[src/rtl/identify_pkg.sv]
// Constants, field layouts and types for the identify feature words.
// Assumes a 16-bit identify word read port indexed by word number.
package identify_pkg;

    // ------------------------------------------------------------------
    // Word geometry and word numbers
    // ------------------------------------------------------------------
    localparam int         WORD_W     = 16;          // Identify word width
    localparam int         ADDR_W     = 8;           // Word number width
    localparam logic [7:0] WIDX_PIO68 = 8'h44;       // Min PIO cycle with flow control
    localparam logic [7:0] WIDX_SUP_A = 8'h52;       // Feature support word a
    localparam logic [7:0] WIDX_SUP_B = 8'h53;       // Feature support word b
    localparam logic [7:0] WIDX_SUP_C = 8'h54;       // Feature support word c
    localparam logic [7:0] WIDX_ENA_A = 8'h55;       // Feature enabled word a
    localparam logic [7:0] WIDX_ENA_B = 8'h56;       // Feature enabled word b
    localparam logic [7:0] WIDX_ENA_C = 8'h57;       // Feature enabled word c
    localparam logic [15:0] WORD_NONE = 16'h0000;    // Answer for words not held here

    // ------------------------------------------------------------------
    // Fixed bit patterns (ones; other fixed bits are zero)
    // ------------------------------------------------------------------
    localparam logic [15:0] FIX_SUP_A = 16'h7008;    // Bits 3,12,13,14
    localparam logic [15:0] FIX_SUP_B = 16'h7404;    // Bits 2,10,12,13,14
    localparam logic [15:0] FIX_SUP_C = 16'h4000;    // Bit 14 set, bit 15 clear
    localparam logic [15:0] FIX_ENA_A = 16'h7008;    // Bits 3,12,13,14
    localparam logic [15:0] FIX_ENA_B = 16'h8404;    // Bits 2,10,15
    localparam logic [15:0] FIX_ENA_C = 16'h4000;    // Bit 14 set, bit 15 clear

    // ------------------------------------------------------------------
    // Dynamic bit positions
    // ------------------------------------------------------------------
    localparam int B_SMART     = 0;                  // Smart support / enable
    localparam int B_SECURITY  = 1;                  // Security support / enable
    localparam int B_APM       = 3;                  // Advanced power management
    localparam int B_WCACHE    = 5;                  // Write cache
    localparam int B_LOOKAHEAD = 6;                  // Look-ahead
    localparam int B_GPL       = 5;                  // General purpose logging
    localparam int B_FUA       = 6;                  // Forced unit access writes
    localparam int B_FLUSH     = 12;                 // Cache flush
    localparam int B_FLUSH_EXT = 13;                 // Extended cache flush
    localparam logic FLUSH_SUPPORTED     = 1'b1;     // Cache flush always present
    localparam logic FLUSH_EXT_SUPPORTED = 1'b1;     // Extended flush always present

    // ------------------------------------------------------------------
    // PIO timing with flow control
    // ------------------------------------------------------------------
    localparam logic [2:0]  PIO_MODE_MIN68 = 3'd3;   // Lowest mode needing word 68
    localparam logic [15:0] PIO3_CYCLE_NS  = 16'h00B4; // Mode 3 cycle, ns
    localparam logic [15:0] PIO4_CYCLE_NS  = 16'h0078; // Mode 4 cycle, ns
    localparam logic [15:0] PIO5_CYCLE_NS  = 16'h0064; // Mode 5 cycle, ns
    localparam logic [15:0] PIO6_CYCLE_NS  = 16'h0050; // Mode 6 cycle, ns

    // ------------------------------------------------------------------
    // Reset, settle count and types
    // ------------------------------------------------------------------
    localparam logic [1:0] SETTLE_CYCLES = 2'd2;     // Strap synchroniser fill time

    // Capability straps, one bit each
    typedef struct packed {
        logic adv_other;                             // Another word 64..70 field is held
        logic fua;
        logic gpl;
        logic apm;
        logic lookahead;
        logic wcache;
        logic security;
        logic smart;
    } caps_s;
    localparam int CAPS_W = $bits(caps_s);

    // Host-controlled enable state
    typedef struct packed {
        logic apm;
        logic lookahead;
        logic wcache;
        logic security;
        logic smart;
    } en_s;
    localparam en_s EN_RST = '{apm: 1'b0, lookahead: 1'b1, wcache: 1'b1,
                               security: 1'b0, smart: 1'b0};

    // Feature commands from the command decoder
    typedef enum logic [3:0] {
        CMD_SMART_ON  = 4'h0,
        CMD_SMART_OFF = 4'h1,
        CMD_SEC_SET   = 4'h2,
        CMD_SEC_OFF   = 4'h3,
        CMD_WC_ON     = 4'h4,
        CMD_WC_OFF    = 4'h5,
        CMD_LA_ON     = 4'h6,
        CMD_LA_OFF    = 4'h7,
        CMD_APM_ON    = 4'h8,
        CMD_APM_OFF   = 4'h9
    } feat_cmd_e;

endpackage

[src/rtl/identify_if.sv]
// Carrier between the identify top, its feature state keeper and word builder.
// Assumes all parties run on one clock and the synchronised reset.
`timescale 1ns/10ps
interface identify_if;
    import identify_pkg::*;
    caps_s       caps;        // Captured capabilities
    logic        load;        // One-cycle pulse: load persistent state
    logic        nv_smart;    // Persisted smart enable
    logic        cmd_stb;     // Feature command strobe
    feat_cmd_e   cmd;         // Feature command code
    en_s         en;          // Live enable state
    en_s         snap;        // Enable state frozen at identify time
    logic [15:0] pio68;       // Word 68 value
    logic        rd;          // Word read request
    logic [7:0]  addr;        // Word number
    logic [15:0] data;        // Word read data
    logic        ack;         // Word read answer pulse

    modport keeper (input caps, load, nv_smart, cmd_stb, cmd, output en);
    modport reader (input caps, snap, pio68, rd, addr, output data, ack);
    modport ctrl   (output caps, load, nv_smart, cmd_stb, cmd, snap, pio68, rd, addr,
                    input en, data, ack);
endinterface

[src/rtl/feature_state_keeper.sv]
// Holds the host-controlled feature enables behind the enabled words.
// Assumes commands come from logic on the same clock, one per strobe.
`timescale 1ns/10ps
module feature_state_keeper
    import identify_pkg::*;
(
    input  wire logic   clk,      // System clock
    input  wire logic   rst_n,    // Synchronised reset
    identify_if.keeper  fi        // Shared carrier
);

    // ------------------------------------------------------------------
    // Enable state
    // ------------------------------------------------------------------
    en_s en_ff;
    en_s nxt_en;

    // Next state; a feature can only turn on if it exists
    always_comb begin
        nxt_en = en_ff;
        if (fi.load) begin
            nxt_en.smart = fi.nv_smart & fi.caps.smart;
        end else if (fi.cmd_stb) begin
            unique case (fi.cmd)
                CMD_SMART_ON:  nxt_en.smart     = fi.caps.smart;
                CMD_SMART_OFF: nxt_en.smart     = 1'b0;
                CMD_SEC_SET:   nxt_en.security  = fi.caps.security;
                CMD_SEC_OFF:   nxt_en.security  = 1'b0;
                CMD_WC_ON:     nxt_en.wcache    = fi.caps.wcache;
                CMD_WC_OFF:    nxt_en.wcache    = 1'b0;
                CMD_LA_ON:     nxt_en.lookahead = fi.caps.lookahead;
                CMD_LA_OFF:    nxt_en.lookahead = 1'b0;
                CMD_APM_ON:    nxt_en.apm       = fi.caps.apm;
                CMD_APM_OFF:   nxt_en.apm       = 1'b0;
                default:       nxt_en           = en_ff;  // Unknown code ignored
            endcase
        end
    end

    // State register
    always_ff @(posedge clk or negedge rst_n) begin
        if (!rst_n) begin
            en_ff <= EN_RST;
        end else begin
            en_ff <= nxt_en;
        end
    end

    assign fi.en = en_ff;

endmodule

[src/rtl/identify_word_builder.sv]
// Assembles the identify words held here and answers word reads.
// Assumes the enable snapshot is stable while the host reads the block.
`timescale 1ns/10ps
module identify_word_builder
    import identify_pkg::*;
(
    input  wire logic   clk,      // System clock
    input  wire logic   rst_n,    // Synchronised reset
    identify_if.reader  fi        // Shared carrier
);

    // ------------------------------------------------------------------
    // Helpers
    // ------------------------------------------------------------------
    // Places two dynamic bits over a fixed pattern
    function automatic logic [15:0] put2(input logic [15:0] base, input int pa,
                                         input logic va, input int pb, input logic vb);
        logic [15:0] w;
        w     = base;
        w[pa] = va;
        w[pb] = vb;
        return w;
    endfunction

    logic [15:0] word_nxt;    // Selected word this cycle
    logic [15:0] data_ff;     // Registered read data
    logic        ack_ff;      // Registered answer pulse

    // Word select; feature bits come from caps or snapshot, flush bits from constants
    always_comb begin
        unique case (fi.addr)
            WIDX_PIO68: word_nxt = fi.pio68;
            WIDX_SUP_A: word_nxt = put2(put2(FIX_SUP_A, B_SMART, fi.caps.smart,
                                    B_SECURITY, fi.caps.security), B_WCACHE,
                                    fi.caps.wcache, B_LOOKAHEAD, fi.caps.lookahead);
            WIDX_SUP_B: word_nxt = put2(FIX_SUP_B, B_APM, fi.caps.apm,
                                    B_FLUSH, FLUSH_SUPPORTED);
            WIDX_SUP_C: word_nxt = put2(FIX_SUP_C, B_GPL, fi.caps.gpl,
                                    B_FUA, fi.caps.fua);
            WIDX_ENA_A: word_nxt = put2(put2(FIX_ENA_A, B_SMART, fi.snap.smart,
                                    B_SECURITY, fi.snap.security), B_WCACHE,
                                    fi.snap.wcache, B_LOOKAHEAD, fi.snap.lookahead);
            WIDX_ENA_B: word_nxt = put2(put2(FIX_ENA_B, B_APM, fi.snap.apm,
                                    B_FLUSH, FLUSH_SUPPORTED), B_FLUSH_EXT,
                                    FLUSH_EXT_SUPPORTED, B_APM, fi.snap.apm);
            WIDX_ENA_C: word_nxt = put2(FIX_ENA_C, B_GPL, fi.caps.gpl,
                                    B_FUA, fi.caps.fua);
            default:    word_nxt = WORD_NONE;   // Words not held here read zero
        endcase
    end

    // Read data register, loaded only on a request
    always_ff @(posedge clk or negedge rst_n) begin
        if (!rst_n) begin
            data_ff <= WORD_NONE;
        end else if (fi.rd) begin
            data_ff <= word_nxt;
        end
    end

    // Answer pulse one cycle after the request
    always_ff @(posedge clk or negedge rst_n) begin
        if (!rst_n) begin
            ack_ff <= 1'b0;
        end else begin
            ack_ff <= fi.rd;
        end
    end

    assign fi.data = data_ff;
    assign fi.ack  = ack_ff;

endmodule

[src/rtl/identify_feature_words.sv]
// Top of the identify feature words: word 68 and the support/enable words.
// Assumes capability straps and the persisted smart level come from pins,
// while feature commands and word reads come from logic on SYS_CLK.
`timescale 1ns/10ps

// What this block does
// - Word 68 gives min flow-controlled PIO cycle
// - PIO mode 3+ reports fastest mode cycle
// - Word 68 zero when only others valid
// - Support words b, c carry 01 signature
// - Support word a fixed ones and zeros
// - Support word a capability bits follow straps
// - Support word b fixed ones and zeros
// - Support word b APM bit follows capability
// - Support word c fixed bits and signature
// - Support word c logging and FUA bits
// - Smart enable host-set and kept across power
// - Security enabled after password set
// - Write cache and look-ahead show enable
// - Enabled word a fixed ones and zeros
// - Enabled word b APM after set features
// - Enabled word b 48-bit and 119/120 valid
// - Enabled word b zeros and flush bits
// - Enabled word c logging and FUA bits
// - Enabled word c zeros and signature
// - Advanced words valid flag when held
module identify_feature_words
    import identify_pkg::*;
(
    input  wire logic              SYS_CLK,        // 10 MHz system clock
    input  wire logic              NRST,           // Asynchronous reset, active low
    input  wire logic [CAPS_W-1:0] CAP_PINS,       // Capability straps
    input  wire logic [2:0]        PIO_MAX_MODE,   // Highest PIO mode strap
    input  wire logic              SMART_NV_LEVEL, // Persisted smart enable
    input  wire logic              FEAT_STB,       // Feature command strobe
    input  wire logic [3:0]        FEAT_CMD,       // Feature command code
    input  wire logic              IDENT_CMD,      // Identify command start pulse
    input  wire logic              WORD_RD,        // Word read request
    input  wire logic [ADDR_W-1:0] WORD_ADDR,      // Word number
    output logic [WORD_W-1:0]      WORD_DATA,      // Word read data
    output logic                   WORD_ACK,       // Word answer pulse
    output logic                   ADV_WORDS_VALID, // Words 64..70 valid flag
    output logic                   SMART_NV_WR,    // Write persisted smart level
    output logic                   SMART_NV_DATA,  // Level to persist
    output logic                   READY           // Straps captured, reads served
);

    // ------------------------------------------------------------------
    // Reset release
    // ------------------------------------------------------------------
    logic rst_meta_ff;   // First reset stage
    logic rst_n_ff;      // Synchronised reset used everywhere

    // Asserts at once, releases after two edges to avoid recovery races
    always_ff @(posedge SYS_CLK or negedge NRST) begin
        if (!NRST) begin
            rst_meta_ff <= 1'b0;
            rst_n_ff    <= 1'b0;
        end else begin
            rst_meta_ff <= 1'b1;
            rst_n_ff    <= rst_meta_ff;
        end
    end

    // ------------------------------------------------------------------
    // Pin synchronisers
    // ------------------------------------------------------------------
    logic [CAPS_W-1:0] caps_meta_ff;   // First stage, read only by second
    logic [CAPS_W-1:0] caps_sync_ff;   // Second stage
    logic [2:0]        mode_meta_ff;   // First stage
    logic [2:0]        mode_sync_ff;   // Second stage
    logic              nv_meta_ff;     // First stage
    logic              nv_sync_ff;     // Second stage

    // Two flops on every pin-level input
    always_ff @(posedge SYS_CLK or negedge rst_n_ff) begin
        if (!rst_n_ff) begin
            caps_meta_ff <= '0;
            caps_sync_ff <= '0;
            mode_meta_ff <= 3'h0;
            mode_sync_ff <= 3'h0;
            nv_meta_ff   <= 1'b0;
            nv_sync_ff   <= 1'b0;
        end else begin
            caps_meta_ff <= CAP_PINS;
            caps_sync_ff <= caps_meta_ff;
            mode_meta_ff <= PIO_MAX_MODE;
            mode_sync_ff <= mode_meta_ff;
            nv_meta_ff   <= SMART_NV_LEVEL;
            nv_sync_ff   <= nv_meta_ff;
        end
    end

    // ------------------------------------------------------------------
    // Start-up sequence
    // ------------------------------------------------------------------
    typedef enum logic [1:0] {ST_SETTLE, ST_LOAD, ST_RUN} boot_e;
    boot_e      boot_ff;      // Start-up state
    logic [1:0] settle_ff;    // Cycles spent filling the synchronisers
    caps_s      caps_ff;      // Straps captured once after reset
    logic [2:0] mode_ff;      // PIO mode captured once after reset

    // Wait for the synchronisers to fill, then catch straps once
    always_ff @(posedge SYS_CLK or negedge rst_n_ff) begin
        if (!rst_n_ff) begin
            boot_ff   <= ST_SETTLE;
            settle_ff <= 2'h0;
        end else begin
            unique case (boot_ff)
                ST_SETTLE: begin
                    settle_ff <= settle_ff + 2'h1;
                    if (settle_ff == SETTLE_CYCLES) begin
                        boot_ff <= ST_LOAD;
                    end
                end
                ST_LOAD: begin
                    boot_ff <= ST_RUN;
                end
                ST_RUN: begin
                    boot_ff <= ST_RUN;   // Straps stay fixed until next reset
                end
            endcase
        end
    end

    // Strap capture as settling ends
    always_ff @(posedge SYS_CLK or negedge rst_n_ff) begin
        if (!rst_n_ff) begin
            caps_ff <= '0;
            mode_ff <= 3'h0;
        end else if (settle_ff == SETTLE_CYCLES) begin
            caps_ff <= caps_s'(caps_sync_ff);
            mode_ff <= mode_sync_ff;
        end
    end

    // ------------------------------------------------------------------
    // Word 68 and the advanced-words flag
    // ------------------------------------------------------------------
    // Cycle time of the fastest mode; zero when not held
    function automatic logic [15:0] pio_cycle(input logic [2:0] mode);
        logic [15:0] t;
        unique case (mode)
            3'd3:    t = PIO3_CYCLE_NS;
            3'd4:    t = PIO4_CYCLE_NS;
            3'd5:    t = PIO5_CYCLE_NS;
            3'd6:    t = PIO6_CYCLE_NS;
            3'd7:    t = PIO6_CYCLE_NS;   // Beyond mode 6 clamps to fastest
            default: t = 16'h0000;        // Below mode 3 the field is absent
        endcase
        return t;
    endfunction

    logic        pio68_held;   // Word 68 is supported
    logic [15:0] pio68_ff;     // Word 68 value

    assign pio68_held = (mode_ff >= PIO_MODE_MIN68);

    // Registered so the read path has no long chain
    always_ff @(posedge SYS_CLK or negedge rst_n_ff) begin
        if (!rst_n_ff) begin
            pio68_ff <= 16'h0000;
        end else if (pio68_held) begin
            pio68_ff <= pio_cycle(mode_ff);
        end else begin
            pio68_ff <= 16'h0000;
        end
    end

    logic adv_ff;   // Words 64..70 valid

    // Any held field in 64..70, word 68 included, raises the flag
    always_ff @(posedge SYS_CLK or negedge rst_n_ff) begin
        if (!rst_n_ff) begin
            adv_ff <= 1'b0;
        end else begin
            adv_ff <= pio68_held | caps_ff.adv_other;
        end
    end

    // ------------------------------------------------------------------
    // Submodules and carrier
    // ------------------------------------------------------------------
    identify_if fi ();

    logic running;   // Start-up finished
    assign running = (boot_ff == ST_RUN);

    assign fi.caps     = caps_ff;
    assign fi.load     = (boot_ff == ST_LOAD);
    assign fi.nv_smart = nv_sync_ff;
    assign fi.cmd_stb  = FEAT_STB & running;    // Commands before start-up dropped
    assign fi.cmd      = feat_cmd_e'(FEAT_CMD);
    assign fi.pio68    = pio68_ff;
    assign fi.rd       = WORD_RD & running;     // Reads before start-up dropped
    assign fi.addr     = WORD_ADDR;

    feature_state_keeper u_keeper (
        .clk   (SYS_CLK),
        .rst_n (rst_n_ff),
        .fi    (fi.keeper)
    );

    identify_word_builder u_builder (
        .clk   (SYS_CLK),
        .rst_n (rst_n_ff),
        .fi    (fi.reader)
    );

    // ------------------------------------------------------------------
    // Command-time snapshot
    // ------------------------------------------------------------------
    en_s snap_ff;   // Enables as they stood at identify start

    // Frozen at the identify command so one block reads consistently
    always_ff @(posedge SYS_CLK or negedge rst_n_ff) begin
        if (!rst_n_ff) begin
            snap_ff <= EN_RST;
        end else if (IDENT_CMD && running) begin
            snap_ff <= fi.en;
        end
    end

    assign fi.snap = snap_ff;

    // ------------------------------------------------------------------
    // Smart enable persistence
    // ------------------------------------------------------------------
    logic smart_prev_ff;   // Smart enable one cycle ago
    logic nv_wr_ff;        // Write-back pulse
    logic nv_data_ff;      // Level written back

    // Track the live level from the load onward
    always_ff @(posedge SYS_CLK or negedge rst_n_ff) begin
        if (!rst_n_ff) begin
            smart_prev_ff <= 1'b0;
        end else begin
            smart_prev_ff <= fi.load ? fi.nv_smart & fi.caps.smart : fi.en.smart;
        end
    end

    // Any change after start-up is written back so it survives power loss
    always_ff @(posedge SYS_CLK or negedge rst_n_ff) begin
        if (!rst_n_ff) begin
            nv_wr_ff   <= 1'b0;
            nv_data_ff <= 1'b0;
        end else begin
            nv_wr_ff   <= running && (fi.en.smart != smart_prev_ff);
            nv_data_ff <= fi.en.smart;
        end
    end

    // ------------------------------------------------------------------
    // Outputs
    // ------------------------------------------------------------------
    assign WORD_DATA       = fi.data;
    assign WORD_ACK        = fi.ack;
    assign ADV_WORDS_VALID = adv_ff;
    assign SMART_NV_WR     = nv_wr_ff;
    assign SMART_NV_DATA   = nv_data_ff;
    assign READY           = running;

endmodule

[config.mk]
export PLATFORM = sky130hd
export DESIGN_NAME = identify_feature_words
export DESIGN_NICKNAME = d
export VERILOG_FILES = /design/src/rtl/identify_pkg.sv /design/src/rtl/identify_if.sv /design/src/rtl/feature_state_keeper.sv /design/src/rtl/identify_word_builder.sv /design/src/rtl/identify_feature_words.sv
export SDC_FILE = /design/constraint.sdc
export NUM_CORES = 1
export LEC_CHECK = 0
export BUFFER_PORTS_ARGS = -buffer_cell sky130_fd_sc_hd__buf_4
export CAP_MARGIN = 20
export CORE_MARGIN = 2
export CORE_UTILIZATION = 49
export CTS_CLUSTER_DIAMETER = 150
export DETAILED_ROUTE_END_ITERATION = 8
export PLACE_DENSITY = 0.74
export SLEW_MARGIN = 0
export SYNTH_ARGS = -nofsm -noshare
export SYNTH_HDL_FRONTEND = slang
export SYNTH_SLANG_ARGS = --single-unit
export TNS_END_PERCENT = 30
[constraint.sdc]
create_clock -name SYS_CLK -period 2.2 [get_ports SYS_CLK]
set_input_delay 0.33 -clock SYS_CLK [delete_from_list [all_inputs] [get_ports SYS_CLK]]
set_output_delay 0.33 -clock SYS_CLK [all_outputs]
set_load 0.02 [all_outputs]
# Yosys cells after proc, flatten, opt, wreduce, memory -nomap -nowiden
# Index checks and enable logic that the tools add are counted.
dict set report totals {
  elab_cells 100
  output_inout_bits 21
  inputBits 29
  ff_bits 88
}
dict set report op_classes {
  eq_ne 26
  bitwise 5
  addsub 1
  n_reduce_logical 18
  n_lt_le_gt_ge 1
  muxes 13
}
# operator n
set ops {}
lappend ops {{16-bit case mux with 6 select lines} 1}
lappend ops {{8-bit by 7-bit equality test with 1-bit output (second input constant)} 7}
lappend ops {{8-bit case mux with 4 select lines} 1}
lappend ops {{4-bit by 3-bit equality test with 1-bit output (second input constant)} 4}
lappend ops {{3-bit equality test (second input constant)} 4}
lappend ops {{3-bit AND reduction} 4}
lappend ops {{1-bit case mux with 2 select lines} 5}
lappend ops {{2-bit nonzero test} 5}
lappend ops {{4-bit by 2-bit equality test with 1-bit output (second input constant)} 2}
lappend ops {{4-bit equality test (second input constant)} 2}
lappend ops {{8-bit 2-to-1 mux} 1}
lappend ops {{2-bit OR reduction} 3}
lappend ops {{2-bit equality test (second input constant)} 2}
lappend ops {{4-bit by 1-bit equality test with 1-bit output (second input constant)} 1}
lappend ops {{4-bit logical NOT} 1}
lappend ops {{2-bit case mux with 2 select lines} 1}
lappend ops {{1-bit bitwise AND} 3}
lappend ops {{3-bit by 2-bit equality test with 1-bit output (second input constant)} 1}
lappend ops {{3-bit by 2-bit greater-or-equal comparator with 1-bit output (second input constant)} 1}
lappend ops {{1-bit 2-to-1 mux} 3}
lappend ops {{3-bit nonzero test} 1}
lappend ops {{2-bit by 1-bit adder with 2-bit output (second input constant)} 1}
lappend ops {{2-bit by 1-bit equality test with 1-bit output (second input constant)} 1}
lappend ops {{1-bit logical AND} 2}
lappend ops {{7 further kinds} 7}

# Logic depth before layout (Yosys ltp)
dict set report logic_depth {
  ltp_word 4
  ltp_mapped 7
  depth_no_buf 6
}

# Hierarchy
# From an unflattened synthesis, not the netlist that was laid out.
dict set report unflattened {
  hier_cells 234
  hier_area_um2 3125.5
}
# mod cells_per_inst n_inst area_per_inst_um2 seq_area_each_um2
set by_module_without_submodules {}
lappend by_module_without_submodules {identify_feature_words 108 1 1829.3 1403.8}
lappend by_module_without_submodules {identify_word_builder 100 1 994.7 425.4}
lappend by_module_without_submodules {feature_state_keeper 26 1 301.5 127.6}

# Worst setup path before layout
# Ideal clock, no wire load.
dict set report synth_path {
  path_type {register to register}
  startpoint {register boot_ff[0]}
  endpoint {register u_keeper.en_ff (netlist bit u_keeper.fi.en[2])}
  setup_time_ns 0.082
  arrival_time_ns 1.570
  path_slack_ns 0.548
  synth_period_minus_slack_ns 1.652
  path_buffers 0
  t_required_ns 2.118
  stages_incl_launch_ff 7
  path_cell_list {dfrtp_1 -> inv_1 -> ha_1 -> nand2_1 -> nor3_1 -> nand3_1 -> mux2_2}
}
dict set report synth_via {
  elab_chain_len 3
  elab_cells_between_ends 5
  cone_classes {eq/ne (2); bitwise (2); reduce/logical (1)}
}
# item line
set synth_lines {}
lappend synth_lines {{start: declaration} identify_feature_words.sv:98} ;# boot_e boot_ff;
lappend synth_lines {{start signal: assignment} identify_feature_words.sv:106} ;# boot_ff <= ST_SETTLE;
lappend synth_lines {{start signal: assignment} identify_feature_words.sv:113} ;# boot_ff <= ST_LOAD;
lappend synth_lines {{start signal: assignment} identify_feature_words.sv:117} ;# boot_ff <= ST_RUN;
lappend synth_lines {{2-bit equality test} identify_feature_words.sv:187} ;# assign running = (boot_ff == ST_RUN);
lappend synth_lines {{named net READY} identify_feature_words.sv:45} ;# output logic READY
lappend synth_lines {{1-bit bitwise AND} identify_feature_words.sv:192} ;# assign fi.cmd_stb = FEAT_STB & running;
lappend synth_lines {{3-bit AND reduction (no source line)} n/a}
lappend synth_lines {{end signal: assignment} feature_state_keeper.sv:45} ;# en_ff <= nxt_en;
lappend synth_lines {{end: declaration} feature_state_keeper.sv:15} ;# en_s en_ff;
# The timed path passes the listed nets, and every way through them passes these cells.
# A chain may end at the register's enable or synchronous reset.

# Worst setup path after layout
dict set report layout_path {
  startpoint {register boot_ff[0]}
  endpoint {register u_builder.data_ff[6] (netlist: u_builder.fi.data[6])}
}
dict set report layout_via {
  elab_chain_len 2
}
# item line
set layout_lines {}
lappend layout_lines {{2-bit equality test} identify_feature_words.sv:187}
lappend layout_lines {{1-bit bitwise AND} identify_feature_words.sv:195} ;# assign fi.rd = WORD_RD & running;
lappend layout_lines {{end signal: assignment} identify_word_builder.sv:57} ;# data_ff <= word_nxt;
lappend layout_lines {{end: declaration} identify_word_builder.sv:26} ;# logic [15:0] data_ff;
# Every way passes these cells.

==> impl_summary.txt <==
----------------------------------------------------
[Synth]
  Cell types with the largest area share after synthesis ... dfrtp_1 61%, mux2_2 7.1%, dfstp_2 3.7%, nand2_1 3.3%, o21ai_0 1.9%
  Post-synthesis adder-cell area fraction ... 0.0175
  Number of enable-type register cells in the synthesized netlist ... 0
  Compound-gate portion of the synthesized area ... 0.103
  Async S/R FF share, synth ... 1.00
  Top_reg_cell synth ... dfrtp_1
  Dominant cell type by area after synthesis ... dfrtp_1
  Synth top area share ... 0.612
  Simple-Gate Fraction of Synth Area ... 0.109
  Synthesized instance count ... 230
  Post-Synthesis Cell Area ... 2860 um2
  Portion of the post-synthesis area used by sequential elements ... 0.648
  Multiplexer share of the synthesized area ... 0.0743
  Flops & latches, synth ... 74
  Share of the synthesized netlist area taken by xor and xnor gates ... 0.00917
  Yosys warning total ... 0
  Distinct cells, synth ... 45
  Largest family of logic cells by synthesized area ... simple AND/OR/NAND/NOR gates
  Syn Area/Cell ... 12.5 um2

[Setup path]
  R2R setup slack ... 0.42 ns
  Startpoint kind of the worst setup timing path ... flip-flop
  Kind of capture point of the worst setup path ... flip-flop
  Reg2Reg Depth ... 6
  Reg2Reg Launch Point ... boot_ff[0]
  Startpoint-to-endpoint class of the critical path ... flip-flop to flip-flop
  Data arrival time of the critical path ... 2.04 ns
  CP Max Fanout ... 10
  Crit path required time ... 2.45 ns
  Worst flop-to-flop path endpoint ... u_builder.fi.data[6]

[Hold path]
  Hold Crit Endpoint ... caps_meta_ff[7]
  Class of the worst hold path ... input pin to flip-flop
  Worst Hold Path Cells ... 1
  Origin of the worst min-delay path ... CAP_PINS[7]

[Placed design]
  Gpl congestion ... 0.789
  Detail Placement HPWL ... 3.43 mm
  Placed cell areas ... 3270 um2
  Buffers added on ports ... 46

[Timing]
  Max transition margin ... 0.644
  Transition time at the pin with the least slew margin ... 0.535 ns
  Final critical-path share of the clock period ... 0.809
  Post-layout minimum cycle time ... 1.78 ns
  Final Hold Fails ... 0
  Maximum clock frequency ... 562 MHz
  Slew Limit Fails ... 0
  Total negative slack ... 0 ns
  Clock skew ... 0.00977 ns
  Final setup violating endpoints ... 0
  RSZ-0062 raised after global routing ... no

[Power]
  Part of the power in registers ... 0.505
  Combinational group share of total power ... 0.084
  Fraction of power spent switching nets ... 0.217
  IR Drop Worst-Case VDD ... 0.513 mV
  Leakage dissipation ... 1.65 nW
  Clock power frac ... 0.411
  Switching Power ... 0.000647 W
  Power density over cell area ... 848 nW/um2
  Total Power Consumption ... 0.00298 W
  Internal power component ... 0.00234 W

[Floorplan]
  Initial Utilization ... 0.514
  Total I/O pin count ... 50
  Die span in x ... 80.5 um
  Core Region ... 5570 um2
  Cell Rows ... 27
  Die height ... 80.5 um
  Area enclosed by the die boundary ... 6470 um2

[Layout]
  Most common library cell in the layout ignoring fill and taps ... dfrtp_1
  Ratio of cells with drive above 1 in the final layout ... 0.307
  ANT cells ... 0
  Commonest cells after routing, fill and taps aside ... 69 x dfrtp_1, 49 x buf_4, 25 x nand2_1
  Post-route cell area ... 3520 um2
  Nets ... 315
  Area growth from synthesis to layout ... 22.8%

[Clocking]
  CTS sink count ... 74
  Clock slew seen by the registers of the worst setup and hold paths ... 0.08 ns
  Bufs on Longest Clock Path ... 2
  Root Driver ... clkbuf_8
  Post-CTS resize count ... 0
  Clock tree from TritonCTS ... yes
  CTS HTree Levels ... 3
  Cts bufs inserted ... 9
  Worst skew pair latency ... 0.34 ns

[Drt]
  Residual antenna-violating net count after detailed routing ... 0
  First drt pass iteration count ... 4
  Violation count after the first detailed-route iteration ... 142
  Number of vias per cell ... 5.17
  Total vias in the final route ... 1,855
  Post-Route WL ... 4.91 mm
  Remaining routing DRC violations ... 0
  Detailed-route wire length per cell ... 13.7 um

[Status]
  Run status ... completed

[Global route]
  Final global-route overflow total ... 0
  Global-route wire length before repair ... 8.03 mm
  Combined global-route utilization of all metal layers ... 0.169
  Via count of the first global-routing pass ... 1,795
  Largest net degree at the start of global routing ... 45
  Initial antenna violation count ... 0

[Job]
  Number of violations of the max-capacitance limit ... 0

----------------------------------------------------
[area by class of cell]
cell class | count | area (um2)
Tap cell | 72 | 90.1
Timing Repair Buffer | 50 | 378
Sequential cell | 74 | 1860
Clock buffer | 11 | 131
Multi-Input combinational cell | 135 | 912
Clock inverter | 5 | 104
Inverter | 12 | 45.0
Fill cell | 463 | 2060
[power groups by stage]
stage	logic (W)	clock network, W	registers, W
2_1_floorplan	0.000125	0	0.00155
3_3_place_gp	0.000245	0	0.00153
3_5_place_dp	0.000250	0	0.00153
4_1_cts	0.000254	0.00126	0.00151
5_1_grt	0.000278	0.00133	0.00152
6_report	0.000251	0.00123	0.00151
[logic make-up after synthesis]
group	after synthesis
flip-flops	74
AND/OR/NAND/NOR	64
AO/OA/AOI/OAI	41
buffers and inverters	23
multiplexers	19
adder cells (fa/ha/maj)	4
XOR/XNOR	3
other	2
[worst max-delay path, cell delays in order, from the launching register on]
cell	delay, ns
dfrtp_1	0.40
inv_1	0.08
ha_1	0.26
nand2_1	0.24
a2111oi_0	0.42
inv_1	0.11
o211ai_1	0.19
[stage by stage]
step	utilization	hold slack [ns]	instances	setup slack, ns
after CTS	0.631	0.0650	359	0.409
after detailed placement	0.587	0.113	342	0.412
after global placement	0.587	0.113	342	0.517
final	0.631	0.0885	359	0.419
after floorplan	-	0.0344	232	0.548
after global routing	0.631	0.0647	359	0.257
[cell usage after synthesis, types with 2 or more instances]
library cell  instances
o31ai_1               3
nand4_1               2
conb_1                2
a32oi_1               2
nand3_1               3
o211ai_1              3
a22oi_1               3
nor3_1                2
nor2b_1               4
o21ai_0              11
a32o_1                2
nand2_1              25
dfstp_2               4
buf_4                 4
o22ai_1               2
clkbuf_1              6
ha_1                  4
nor2_1               13
inv_1                12
nand2b_1              6
mux2_2               18
dfrtp_1              70
a22o_1                3
nor4_1                2
xor2_1                2
a21boi_0              3
[worst max-delay path by stage]
stage,start,to,slack [ns],cells after the start
2_1_floorplan,boot_ff[0],u_keeper.fi.en[2],0.55,6
3_3_place_gp,WORD_ADDR[7],u_builder.fi.data[10],0.52,5
3_5_place_dp,boot_ff[0],u_builder.fi.data[6],0.41,6
4_1_cts,boot_ff[0],u_builder.fi.data[6],0.41,6
5_1_grt,boot_ff[0],u_builder.fi.data[5],0.26,6
6_report,boot_ff[0],u_builder.fi.data[6],0.42,6
[state kept, by name (all words and copies together), names as in the netlist, 2 cells and up]
| register | cells |
|---|---|
| u_keeper.fi.en | 5 |
| fi.pio68 | 6 |
| caps_sync_ff | 8 |
| caps_meta_ff | 8 |
| fi.snap | 5 |
| settle_ff | 2 |
| mode_meta_ff | 3 |
| boot_ff | 2 |
| mode_sync_ff | 3 |
| mode_ff | 3 |
| u_builder.fi.data | 12 |
| caps_ff | 8 |
[routing by layer]
metal,share of wire,track usage,vias up
li1,-,-,891
met1,0.43,0.210,903
met2,0.49,0.253,45
met3,0.054,0.0596,16
met4,0.029,0.103,0
met5,0,0,-
[what timing repair did]
action,CTS,global route
hold buffers,1,0
setup buffers,0,0
hold endpoints to repair,2,0
(Power assumes the default switching activity.)
